### config.mk
export PLATFORM = sky130hd
export DESIGN_NAME = ira_irq_sleep
export DESIGN_NICKNAME = d
export VERILOG_FILES = /design/src/common/ira_pkg.sv /design/src/ira_axil_slave.sv /design/src/ira_inact_timer.sv /design/src/ira_irq_sleep.sv
export SDC_FILE = /design/constraint.sdc
export NUM_CORES = 1
export LEC_CHECK = 0
export ABC_AREA = 1
export BUFFER_PORTS_ARGS = -buffer_cell sky130_fd_sc_hd__buf_2
export CORE_UTILIZATION = 55
export CTS_BUF_LIST = sky130_fd_sc_hd__clkbuf_16
export CTS_CLUSTER_SIZE = 16
export DETAILED_ROUTE_END_ITERATION = 8
export PLACE_DENSITY_LB_ADDON = 0.05
export SLEW_MARGIN = 10
export SYNTH_ARGS = -nofsm -noshare
export SYNTH_HDL_FRONTEND = slang
export SYNTH_SLANG_ARGS = --single-unit
### constraint.sdc
create_clock -name sys_clk -period 5.15 [get_ports sys_clk]
set_input_delay 0.515 -clock sys_clk [delete_from_list [all_inputs] [get_ports sys_clk]]
set_output_delay 0.515 -clock sys_clk [all_outputs]
set_load 0.02 [all_outputs]
### src/common/ira_pkg.sv
// constants, field layouts and carrier types for the interrupt routing
// and auto-sleep block; shared by the top module and its two helpers.
// How it works
// - routing bit 0 sends a source to pin b, bit 1 to pin a.
// - each pin is the OR of every enabled source routed to it.
// - eight-bit inactivity count sets quiet time; sleep only when sleep enable is 1.
// - one count unit is 320 ms, or 640 ms at the slowest active rate.
// - hybrid mode halves the effective rate, doubling each count unit.
// - enabled restart source before expiry cancels sleep and clears the counter.
// - quiet for the programmed time enters sleep at the sleep rate.
// - asleep, an enabled wake source with its wake bit set restores active rate.
// - sources not enabled are ignored by restart and wake logic.
// - functions without wake bit are suspended asleep, restored on wake except data-ready.
// - every sleep/active transition with the sleep-change enable bit set raises sleep-change flag, held until system state read.
// - with fifo gating, sleep entry keeps fifo, sets gate error, blocks intake.
// - after a gated transition no intake until host empties the fifo.
// - with fifo gating, the sleep-change flag never blocks transitions.
// - a source's enable bit gates it before routing; disabled never drives a pin.
// - polarity bit 0 makes both pins active low, 1 active high.
// - fifo is flushed on every sample rate change unless a gated transition holds it, automatic ones included.
package ira_pkg;

  // register indices; byte address is four times the index
  localparam logic [7:0] IDX_SYS_STATE = 8'h0b;
  localparam logic [7:0] IDX_INACT = 8'h29;
  localparam logic [7:0] IDX_ROUTING = 8'h2e;
  localparam logic [7:0] IDX_IRQ_EN = 8'h30;
  localparam logic [7:0] IDX_WAKE = 8'h31;
  localparam logic [7:0] IDX_RATE = 8'h32;
  localparam logic [7:0] IDX_MAG = 8'h33;
  localparam logic [7:0] IDX_SOURCE = 8'h34;

  // reset values
  localparam logic [7:0] RST_INACT = 8'h00;
  localparam logic [7:0] RST_ROUTING = 8'h00;
  localparam logic [7:0] RST_ZERO = 8'h00;

  // source bit positions within the eight-bit source vector, and the slowest rate code
  localparam int SRC_SLEEP_CHG = 7;
  localparam int SRC_QUEUE = 6;
  localparam int SAMPLE_READY_EVENT = 0;
  localparam logic [2:0] RATE_SLOWEST = 3'h7;

  // timing: one inactivity unit
  localparam int UNIT_MS = 320;
  localparam int CLK_HZ = 20_000_000;
  localparam int UNIT_CYCLES = UNIT_MS * (CLK_HZ / 1000);

  // axi response codes
  localparam logic [1:0] RESP_OKAY = 2'h0;
  localparam logic [1:0] RESP_SLVERR = 2'h2;

  typedef struct packed {
    logic [7:0] irq_en;      // 7 sleep change .. 0 data ready
    logic [7:0] routing;     // irq_pin_routing
    logic [7:0] inact;       // inactivity_count
    logic fifo_gate;
    logic [4:0] wake;        // trans, orient, pulse, ffmt, vecm
    logic ipol;
    logic [2:0] active_rate_sel;
    logic [1:0] sleep_rate;
    logic sleep_en;
    logic hybrid;
    logic [1:0] mag_en;      // 1 threshold, 0 vector magnitude
    logic [1:0] mag_wake;
    logic [1:0] mag_route;
  } ira_cfg_t;

  typedef struct packed {
    logic en;
    logic [7:0] idx;
    logic [7:0] data;
  } ira_wr_t;

  typedef struct packed {
    logic en;
    logic [7:0] idx;
  } ira_rd_t;

  typedef enum logic {ST_ACTIVE, ST_SLEEP} ira_state_t;

endpackage

### src/ira_axil_slave.sv
// axi4-lite slave front end for the routing/auto-sleep registers.
// assumes the owner decodes indices and returns read data combinationally.
`timescale 1ns/1ps
module ira_axil_slave
  import ira_pkg::*;
#(
  parameter int ADDR_W = 10
) (
  input wire logic sys_clk,               // system clock
  input wire logic rst_n,                 // synchronised reset
  input wire logic [ADDR_W-1:0] s_axi_awaddr, // write address
  input wire logic s_axi_awvalid,         // write address valid
  output logic s_axi_awready,             // write address ready
  input wire logic [31:0] s_axi_wdata,    // write data
  input wire logic [3:0] s_axi_wstrb,     // byte enables
  input wire logic s_axi_wvalid,          // write data valid
  output logic s_axi_wready,              // write data ready
  output logic [1:0] s_axi_bresp,         // write response
  output logic s_axi_bvalid,              // write response valid
  input wire logic s_axi_bready,          // write response ready
  input wire logic [ADDR_W-1:0] s_axi_araddr, // read address
  input wire logic s_axi_arvalid,         // read address valid
  output logic s_axi_arready,             // read address ready
  output logic [31:0] s_axi_rdata,        // read data
  output logic [1:0] s_axi_rresp,         // read response
  output logic s_axi_rvalid,              // read data valid
  input wire logic s_axi_rready,          // read data ready
  output ira_wr_t wr,                     // register write strobe
  output ira_rd_t rd,                     // register read strobe
  input wire logic wr_hit,                // write index is mapped
  input wire logic rd_hit,                // read index is mapped
  input wire logic [7:0] rd_data          // read value for rd.idx
);

  logic aw_hold_reg, w_hold_reg, bvalid_reg, rvalid_reg;
  logic [ADDR_W-1:0] aw_addr_reg;
  logic [7:0] w_data_reg;
  logic w_lane_reg;
  logic [1:0] bresp_reg, rresp_reg;
  logic [31:0] rdata_reg;

  // handshakes and strobes
  wire do_write = aw_hold_reg && w_hold_reg && !bvalid_reg;
  wire aw_take = s_axi_awvalid && s_axi_awready;
  wire w_take = s_axi_wvalid && s_axi_wready;
  wire ar_take = s_axi_arvalid && s_axi_arready;
  assign s_axi_awready = !aw_hold_reg && !bvalid_reg;
  assign s_axi_wready = !w_hold_reg && !bvalid_reg;
  assign s_axi_arready = !rvalid_reg;
  assign wr = '{en: do_write && w_lane_reg, idx: 8'(aw_addr_reg >> 2), data: w_data_reg};
  assign rd = '{en: ar_take, idx: 8'(s_axi_araddr >> 2)};
  assign s_axi_bvalid = bvalid_reg;
  assign s_axi_bresp = bresp_reg;
  assign s_axi_rvalid = rvalid_reg;
  assign s_axi_rresp = rresp_reg;
  assign s_axi_rdata = rdata_reg;

  // write address and data captured in either order
  always_ff @(posedge sys_clk or negedge rst_n) begin
    if (!rst_n) begin
      aw_hold_reg <= 1'b0;
      w_hold_reg <= 1'b0;
      aw_addr_reg <= '0;
      w_data_reg <= 8'h00;
      w_lane_reg <= 1'b0;
    end else begin
      if (aw_take) begin
        aw_hold_reg <= 1'b1;
        aw_addr_reg <= s_axi_awaddr;
      end else if (do_write) aw_hold_reg <= 1'b0;
      if (w_take) begin
        w_hold_reg <= 1'b1;
        w_data_reg <= s_axi_wdata[7:0];
        w_lane_reg <= s_axi_wstrb[0];
      end else if (do_write) w_hold_reg <= 1'b0;
    end
  end

  // responses
  always_ff @(posedge sys_clk or negedge rst_n) begin
    if (!rst_n) begin
      bvalid_reg <= 1'b0;
      bresp_reg <= RESP_OKAY;
      rvalid_reg <= 1'b0;
      rresp_reg <= RESP_OKAY;
      rdata_reg <= 32'h0000_0000;
    end else begin
      if (do_write) begin
        bvalid_reg <= 1'b1;
        bresp_reg <= wr_hit ? RESP_OKAY : RESP_SLVERR;
      end else if (s_axi_bready) bvalid_reg <= 1'b0;
      if (ar_take) begin
        rvalid_reg <= 1'b1;
        rresp_reg <= rd_hit ? RESP_OKAY : RESP_SLVERR;
        rdata_reg <= {24'h00_0000, rd_hit ? rd_data : 8'h00};
      end else if (s_axi_rready) rvalid_reg <= 1'b0;
    end
  end
endmodule

### src/ira_inact_timer.sv
// inactivity timer: counts quiet units and reports when the limit is met.
// assumes run and restart come from logic on the same clock.
`timescale 1ns/1ps
module ira_inact_timer
  import ira_pkg::*;
#(
  parameter int STEP_CYCLES = UNIT_CYCLES
) (
  input wire logic sys_clk,        // system clock
  input wire logic rst_n,          // synchronised reset
  input wire logic run,            // active with sleep enabled
  input wire logic restart,        // clear the count
  input wire logic [1:0] unit_mult, // unit length is 2^mult steps
  input wire logic [7:0] limit,    // programmed unit count
  output logic expire              // quiet time reached
);

  localparam int PW = $clog2(STEP_CYCLES + 1);
  logic [PW-1:0] presc_reg;
  logic [1:0] sub_reg;
  logic [8:0] units_reg;

  // step and unit enables
  wire step_tick = presc_reg == PW'(STEP_CYCLES - 1);
  wire [1:0] sub_last = (2'h1 << unit_mult) - 2'h1;
  wire unit_done = step_tick && (sub_reg == sub_last);
  wire clear = !run || restart;
  assign expire = run && !restart && (units_reg >= {1'b0, limit});

  // prescaler, sub-unit and unit counters
  always_ff @(posedge sys_clk or negedge rst_n) begin
    if (!rst_n) begin
      presc_reg <= '0;
      sub_reg <= 2'h0;
      units_reg <= 9'h000;
    end else if (clear) begin
      presc_reg <= '0;
      sub_reg <= 2'h0;
      units_reg <= 9'h000;
    end else begin
      presc_reg <= step_tick ? '0 : presc_reg + PW'(1);
      if (step_tick) sub_reg <= unit_done ? 2'h0 : sub_reg + 2'h1;
      if (unit_done && !units_reg[8]) units_reg <= units_reg + 9'h001;
    end
  end
endmodule

### src/ira_irq_sleep.sv
// interrupt routing and auto-sleep controller, top module.
// assumes event sources, fifo status and fifo control run on sys_clk.
//
// Local design decision: the AXI4-Lite register port.
`timescale 1ns/1ps
module ira_irq_sleep
  import ira_pkg::*;
#(
  parameter int STEP_CYCLES = UNIT_CYCLES,
  parameter int ADDR_W = 10
) (
  input wire logic sys_clk,               // 20 MHz system clock
  input wire logic rstn,                  // async reset, active low
  input wire logic [ADDR_W-1:0] s_axi_awaddr, // write address
  input wire logic s_axi_awvalid,         // write address valid
  output logic s_axi_awready,             // write address ready
  input wire logic [31:0] s_axi_wdata,    // write data
  input wire logic [3:0] s_axi_wstrb,     // byte enables
  input wire logic s_axi_wvalid,          // write data valid
  output logic s_axi_wready,              // write data ready
  output logic [1:0] s_axi_bresp,         // write response
  output logic s_axi_bvalid,              // write response valid
  input wire logic s_axi_bready,          // write response ready
  input wire logic [ADDR_W-1:0] s_axi_araddr, // read address
  input wire logic s_axi_arvalid,         // read address valid
  output logic s_axi_arready,             // read address ready
  output logic [31:0] s_axi_rdata,        // read data
  output logic [1:0] s_axi_rresp,         // read response
  output logic s_axi_rvalid,              // read data valid
  input wire logic s_axi_rready,          // read data ready
  input wire logic [6:0] acc_events,      // queue,trans,orient,pulse,ffmt,vecm,ready
  input wire logic [1:0] mag_events,      // mag threshold, mag vector magnitude
  input wire logic fifo_empty,            // fifo holds no samples
  output logic irq_pin_a,                 // interrupt pin a
  output logic irq_pin_b,                 // interrupt pin b
  output logic [2:0] sample_rate,         // current system rate code
  output logic sleep_active,              // in auto-sleep
  output logic fifo_flush,                // one-cycle fifo flush
  output logic fifo_intake_en,            // fifo may take samples
  output logic [6:0] func_run,            // trans..vecm, mag thr, mag vecm enabled
  output logic drdy_run                   // data-ready function enabled
);

  logic rst_s1_reg, rst_n;
  ira_cfg_t cfg_reg, cfg_next;
  ira_state_t state_reg;
  ira_wr_t wr;
  ira_rd_t rd;
  logic sleep_chg_reg, gate_hold_reg, fgerr_reg, flush_reg, drdy_run_reg;
  logic pin_a_reg, pin_b_reg;
  logic [2:0] rate_prev_reg;
  logic [6:0] func_run_reg;
  logic expire;
  logic [7:0] rd_data;
  logic rd_hit, wr_hit;

  // reset release through two flops
  always_ff @(posedge sys_clk or negedge rstn) begin
    if (!rstn) begin
      rst_s1_reg <= 1'b0;
      rst_n <= 1'b0;
    end else begin
      rst_s1_reg <= 1'b1;
      rst_n <= rst_s1_reg;
    end
  end

  ira_axil_slave #(.ADDR_W(ADDR_W)) u_bus (
    .sys_clk(sys_clk),
    .rst_n(rst_n),
    .s_axi_awaddr(s_axi_awaddr),
    .s_axi_awvalid(s_axi_awvalid),
    .s_axi_awready(s_axi_awready),
    .s_axi_wdata(s_axi_wdata),
    .s_axi_wstrb(s_axi_wstrb),
    .s_axi_wvalid(s_axi_wvalid),
    .s_axi_wready(s_axi_wready),
    .s_axi_bresp(s_axi_bresp),
    .s_axi_bvalid(s_axi_bvalid),
    .s_axi_bready(s_axi_bready),
    .s_axi_araddr(s_axi_araddr),
    .s_axi_arvalid(s_axi_arvalid),
    .s_axi_arready(s_axi_arready),
    .s_axi_rdata(s_axi_rdata),
    .s_axi_rresp(s_axi_rresp),
    .s_axi_rvalid(s_axi_rvalid),
    .s_axi_rready(s_axi_rready),
    .wr(wr),
    .rd(rd),
    .wr_hit(wr_hit),
    .rd_hit(rd_hit),
    .rd_data(rd_data)
  );

  // index decode for the two bus directions
  assign wr_hit = wr.idx inside {IDX_SYS_STATE, IDX_INACT, IDX_ROUTING, IDX_IRQ_EN, IDX_WAKE, IDX_RATE,
                               IDX_MAG, IDX_SOURCE};
  wire rd_sys = rd.en && (rd.idx == IDX_SYS_STATE);
  wire wr_irq_en = wr.en && (wr.idx == IDX_IRQ_EN);
  wire asleep = state_reg == ST_SLEEP;

  // configuration write decode
  always_comb begin
    cfg_next = cfg_reg;
    if (wr.en) begin
      unique case (wr.idx)
        IDX_INACT: cfg_next.inact = wr.data;
        IDX_ROUTING: cfg_next.routing = wr.data;
        IDX_IRQ_EN: cfg_next.irq_en = wr.data;
        IDX_WAKE: begin
          cfg_next.fifo_gate = wr.data[7];
          cfg_next.wake = wr.data[6:2];
          cfg_next.ipol = wr.data[1];
        end
        IDX_RATE: begin
          cfg_next.active_rate_sel = wr.data[2:0];
          cfg_next.sleep_rate = wr.data[4:3];
          cfg_next.sleep_en = wr.data[5];
          cfg_next.hybrid = wr.data[6];
        end
        IDX_MAG: begin
          cfg_next.mag_en = wr.data[1:0];
          cfg_next.mag_wake = wr.data[3:2];
          cfg_next.mag_route = wr.data[5:4];
        end
        default: cfg_next = cfg_reg;
      endcase
    end
  end

  // configuration storage, all fields zero after reset
  always_ff @(posedge sys_clk or negedge rst_n) begin
    if (!rst_n) begin
      cfg_reg <= '{irq_en: RST_ZERO, routing: RST_ROUTING, inact: RST_INACT, default: '0};
    end else begin
      cfg_reg <= cfg_next;
    end
  end

  // enable gating ahead of routing; sleep-change flag is source 7
  wire [7:0] src_all = {sleep_chg_reg, acc_events};
  wire [7:0] src_en = src_all & cfg_reg.irq_en;
  wire [1:0] mag_en_ev = mag_events & cfg_reg.mag_en;

  // per-pin OR of routed sources
  wire pin_a_lvl = |(src_en & cfg_reg.routing) | |(mag_en_ev & cfg_reg.mag_route);
  wire pin_b_lvl = |(src_en & ~cfg_reg.routing) | |(mag_en_ev & ~cfg_reg.mag_route);

  // restart excludes data ready and sleep change; wake also excludes the queue
  wire restart_ev = |src_en[SRC_QUEUE:1] | |mag_en_ev;
  wire wake_ev = |(src_en[5:1] & cfg_reg.wake) | |(mag_en_ev & cfg_reg.mag_wake);

  // transitions; the sleep-change flag has no say in them
  wire go_sleep = !asleep && cfg_reg.sleep_en && expire && !restart_ev;
  wire go_wake = asleep && (wake_ev || !cfg_reg.sleep_en);
  wire transition = go_sleep || go_wake;

  // rate selection and change detection
  wire [2:0] rate_now = asleep ? {1'b1, cfg_reg.sleep_rate} : cfg_reg.active_rate_sel;
  wire rate_changed = rate_now != rate_prev_reg;
  wire [1:0] unit_mult = {1'b0, cfg_reg.active_rate_sel == RATE_SLOWEST} + {1'b0, cfg_reg.hybrid};

  ira_inact_timer #(.STEP_CYCLES(STEP_CYCLES)) u_timer (
    .sys_clk(sys_clk),
    .rst_n(rst_n),
    .run(!asleep && cfg_reg.sleep_en),
    .restart(restart_ev || rate_changed),
    .unit_mult(unit_mult),
    .limit(cfg_reg.inact),
    .expire(expire)
  );

  // active/sleep state
  always_ff @(posedge sys_clk or negedge rst_n) begin
    if (!rst_n) begin
      state_reg <= ST_ACTIVE;
    end else if (go_sleep) begin
      state_reg <= ST_SLEEP;
    end else if (go_wake) begin
      state_reg <= ST_ACTIVE;
    end
  end

  // sleep-change flag: a new transition wins over the clearing read
  always_ff @(posedge sys_clk or negedge rst_n) begin
    if (!rst_n) begin
      sleep_chg_reg <= 1'b0;
    end else if (transition && cfg_reg.irq_en[SRC_SLEEP_CHG]) begin
      sleep_chg_reg <= 1'b1;
    end else if (rd_sys) begin
      sleep_chg_reg <= 1'b0;
    end
  end

  // fifo gating and gate error; a gated transition wins over emptiness
  always_ff @(posedge sys_clk or negedge rst_n) begin
    if (!rst_n) begin
      gate_hold_reg <= 1'b0;
      fgerr_reg <= 1'b0;
    end else begin
      if (transition && cfg_reg.fifo_gate) gate_hold_reg <= 1'b1;
      else if (fifo_empty) gate_hold_reg <= 1'b0;
      if (go_sleep && cfg_reg.fifo_gate) fgerr_reg <= 1'b1;
      else if (fifo_empty) fgerr_reg <= 1'b0;
    end
  end

  // flush on rate change unless the fifo is being preserved
  always_ff @(posedge sys_clk or negedge rst_n) begin
    if (!rst_n) begin
      rate_prev_reg <= 3'h0;
      flush_reg <= 1'b0;
    end else begin
      rate_prev_reg <= rate_now;
      flush_reg <= rate_changed && !gate_hold_reg;
    end
  end

  // function suspension while asleep; data ready stays off after waking
  always_ff @(posedge sys_clk or negedge rst_n) begin
    if (!rst_n) begin
      func_run_reg <= 7'h7f;
      drdy_run_reg <= 1'b1;
    end else begin
      func_run_reg <= asleep ? {cfg_reg.wake, cfg_reg.mag_wake} : 7'h7f;
      if (go_sleep) drdy_run_reg <= 1'b0;
      else if (wr_irq_en && wr.data[SAMPLE_READY_EVENT]) drdy_run_reg <= 1'b1;
    end
  end

  // pins with polarity applied; idle high after reset since polarity resets low
  always_ff @(posedge sys_clk or negedge rst_n) begin
    if (!rst_n) begin
      pin_a_reg <= 1'b1;
      pin_b_reg <= 1'b1;
    end else begin
      pin_a_reg <= cfg_reg.ipol ? pin_a_lvl : !pin_a_lvl;
      pin_b_reg <= cfg_reg.ipol ? pin_b_lvl : !pin_b_lvl;
    end
  end

  // read mux; source register lets the host tell sources apart
  always_comb begin
    rd_hit = 1'b1;
    unique case (rd.idx)
      IDX_SYS_STATE: rd_data = {fgerr_reg, 5'h00, sleep_chg_reg, asleep};
      IDX_INACT: rd_data = cfg_reg.inact;
      IDX_ROUTING: rd_data = cfg_reg.routing;
      IDX_IRQ_EN: rd_data = cfg_reg.irq_en;
      IDX_WAKE: rd_data = {cfg_reg.fifo_gate, cfg_reg.wake, cfg_reg.ipol, 1'b0};
      IDX_RATE: rd_data = {1'b0, cfg_reg.hybrid, cfg_reg.sleep_en, cfg_reg.sleep_rate, cfg_reg.active_rate_sel};
      IDX_MAG: rd_data = {2'h0, cfg_reg.mag_route, cfg_reg.mag_wake, cfg_reg.mag_en};
      IDX_SOURCE: rd_data = src_en;
      default: begin
        rd_data = 8'h00;
        rd_hit = 1'b0;
      end
    endcase
  end

  // outputs
  assign irq_pin_a = pin_a_reg;
  assign irq_pin_b = pin_b_reg;
  assign sample_rate = rate_prev_reg;
  assign sleep_active = asleep;
  assign fifo_flush = flush_reg;
  assign fifo_intake_en = !gate_hold_reg;
  assign func_run = func_run_reg;
  assign drdy_run = drdy_run_reg;
endmodule

==> run metrics <==
Worst Tran Pin Value 1.01 ns; hold crit path type in2reg; total grt overflow 0; root buffer cell clkbuf_16; All-Layer GR Usage 0.276; final hold viol count 0; CP peak stage delay 0.66 ns; setup tns final 0 ns; Worst Skew 0.00786 ns; Final setup viols 0; initial antenna violation count 0; largest net degree at the start of global routing 79; status completed; post-synthesis sequential area ratio 0.477; Routed wire per std cell 15.0 um; Post-Syn Area 0.00680 mm^2; max-slew violations 0; Area Growth Syn to Fin 13.9%; drt drc 0; Die Wd 113 um; slowest stage cell, crit path dfrtp_1; total CTS buffers 17; YS warnings 0; R2R depth 12; critical path type reg2reg; Post-Synthesis Cells 871; Max FO, Critical Path 13; hold path cells 2; antenna cells 0; overall die area 0.0128 mm^2; CP required 5.51 ns; worst path bufs/invs 2; max cap viols 0; ANT nets after route 0; clk_lat worst skew 0.42 ns; synth top area cells dfrtp_1 (44%), nand2_1 (12%), nor2_1 (6.7%), inv_1 (5.6%), o21ai_0 (5.0%); Setup crit start sleep_active$_DFFE_PN0N_; Via Count 5952; CP Cell Sequence inv_2 -> nand2_1 -> nand2_1 -> nand2_1 -> nand2_2 -> nor2_4 -> nand2_4 -> inv_2 -> nand2_1 -> nand2_1 -> nand2_1 -> nand2_1; R2R setup slack 3.04 ns; clock slew at reported path FFs 0.06 ns; CTS tree yes; first-pass GRT wire length 27.2 mm; Starting Density 0.566; Synth cell types 44; row count 40; max reg flops 44; IO Port Bufs 72; max_slew headroom 0.330; drt pass-1 iters 6; final WL 16.6 mm; routability congestion estimate 0.942; hold path startpoint s_axi_bready; Core ar. 0.0120 mm^2; top cell type's share of synthesized area 0.438; CTS max path bufs 2; #FFs+latches synth 129; LEAKAGE 3.76 nW; Hold Path Sink u_bus.s_axi_bvalid$_DFFE_PN0P_; fin crit period 2.11 ns; Main synth FF type dfrtp_1; HPWL after DPL 12.1 mm; CP delay by family, top simple AND/OR/NAND/NOR gates; die span in y 113 um; RSZ-0062 raised after global routing false; CP arrival 2.47 ns; boundary pin count 130; number of gates resized after cts 0; critical path endpoint category flop; Final nets 1033; RR Endpoint gate_hold_reg$_DFFE_PN0P_; Yosys top cell by area dfrtp_1; drt initial violations 396; Worst R2R Start sleep_active$_DFFE_PN0N_; vias in the first global route 5660; CP dominant cell by count nand2_1; Post-Route Utilization 0.645; Final Cycle Share 0.410; VDD IR max 0.282 mV; fmax 474 MHz; EDFF count, synth 0; share of cells above drive strength 1 0.157; H-tree depth 4; CP Launch Type flop; Via density 5.37; Post-Syn Area per Cell 7.81 um^2; clk sink count 129; power per cell area 380 mW/mm^2; ys async rst share 1.00
[cell type report]
type	instances	area (um^2)
clock buffer	17	425
multi-input combinational	618	2980
sequential	129	3240
timing repair buffer	74	378
inverter	110	413
tap	147	184
fill	1048	4270
clock inverter	14	124
[power by group]
part | internal, mW | switching [mW] | total [mW]
Sequential | 1.16 | 0.107 | 1.27
Clock | 0.696 | 0.435 | 1.13
Combinational | 0.161 | 0.384 | 0.545
[per-stage QoR]
| step | std cells | power (mW) | cell area (um^2) | hold slack [ns] | setup slack, ns |
|---|---|---|---|---|---|
| 2_1_floorplan | 896 | 1.66 | 6890 | 0.219 | 1.31 |
| 3_3_place_gp | 1077 | 1.81 | 7180 | 0.299 | 2.92 |
| 3_5_place_dp | 1077 | 1.82 | 7180 | 0.301 | 2.87 |
| 4_1_cts | 1109 | 2.96 | 7740 | 0.277 | 3.05 |
| 5_1_grt | 1109 | 3.08 | 7740 | 0.289 | 2.87 |
| 6_report | 1109 | 2.94 | 7740 | 0.284 | 3.04 |
[Yosys cell counts (all sizes together) (3+ instances only)]
cell and number:
a21oi 30, buf 31, clkbuf 8, dfrtp 119, dfstp 10, ha 10, inv 108, mux2 3
nand2 224, nand3 42, nand4 16, nor2 130, nor3 18, o21ai 79, o22ai 18, or2 4
xor2 5
[worst max-delay path by stage]
stage                                  endpoint  cells after the start
2_1_floorplan            cfg_reg[0]$_DFFE_PN0P_                      0
3_5_place_dp   u_bus.s_axi_rdata[0]$_DFFE_PN0P_                     10
3_3_place_gp   u_bus.s_axi_rdata[2]$_DFFE_PN0P_                     10
4_1_cts               gate_hold_reg$_DFFE_PN0P_                     12
5_1_grt               gate_hold_reg$_DFFE_PN0P_                     12
6_report              gate_hold_reg$_DFFE_PN0P_                     12
[routing by layer]
metal | vias up | share of wire | track usage
met5 | - | 0 | 0
met4 | 0 | 0.024 | 0.109
met3 | 34 | 0.058 | 0.0653
met2 | 211 | 0.47 | 0.449
met1 | 2806 | 0.45 | 0.359
li1 | 2901 | - | -
[cells in the final DEF (no fill, tap or decap), types with 15 or more instances in the layout]
cell / count
nand2_1: 218
nor2_1: 122
dfrtp_1: 118
inv_1: 103
buf_2: 72
o21ai_0: 68
nand3_1: 38
a21oi_1: 27
conb_1: 27
o22ai_1: 18
clkbuf_16: 17
nor3_1: 15
[cell families (layout without fill, tap and decap cells)]
| group | Yosys count | after routing | synth area share |
|---|---|---|---|
| xor+xnor | 6 | 6 | 0.00773 |
| compound gates | 133 | 133 | 0.106 |
| fa+ha+maj | 10 | 10 | 0.0184 |
| other cells | 2 | 27 | 0.00110 |
| flops | 129 | 129 | 0.477 |
| mux | 3 | 3 | 0.00497 |
| buf+inv | 149 | 215 | 0.0997 |
| simple gates | 439 | 439 | 0.286 |
[repair_timing]
action / 4_1_cts / 5_1_grt
endpoints found under the hold margin: 2 / 0
hold buffers: 1 / 0
buffers inserted: 0 / 0
[worst reg2reg max path, delay by kind of cell, from the launching register on]
kind                   cells  cell delay, ns
DFF                        1            0.66
buffers and inverters      2            0.36
and+or+nand+nor           10            1.04
No activity file was read; power rests on OpenSTA's default activity.
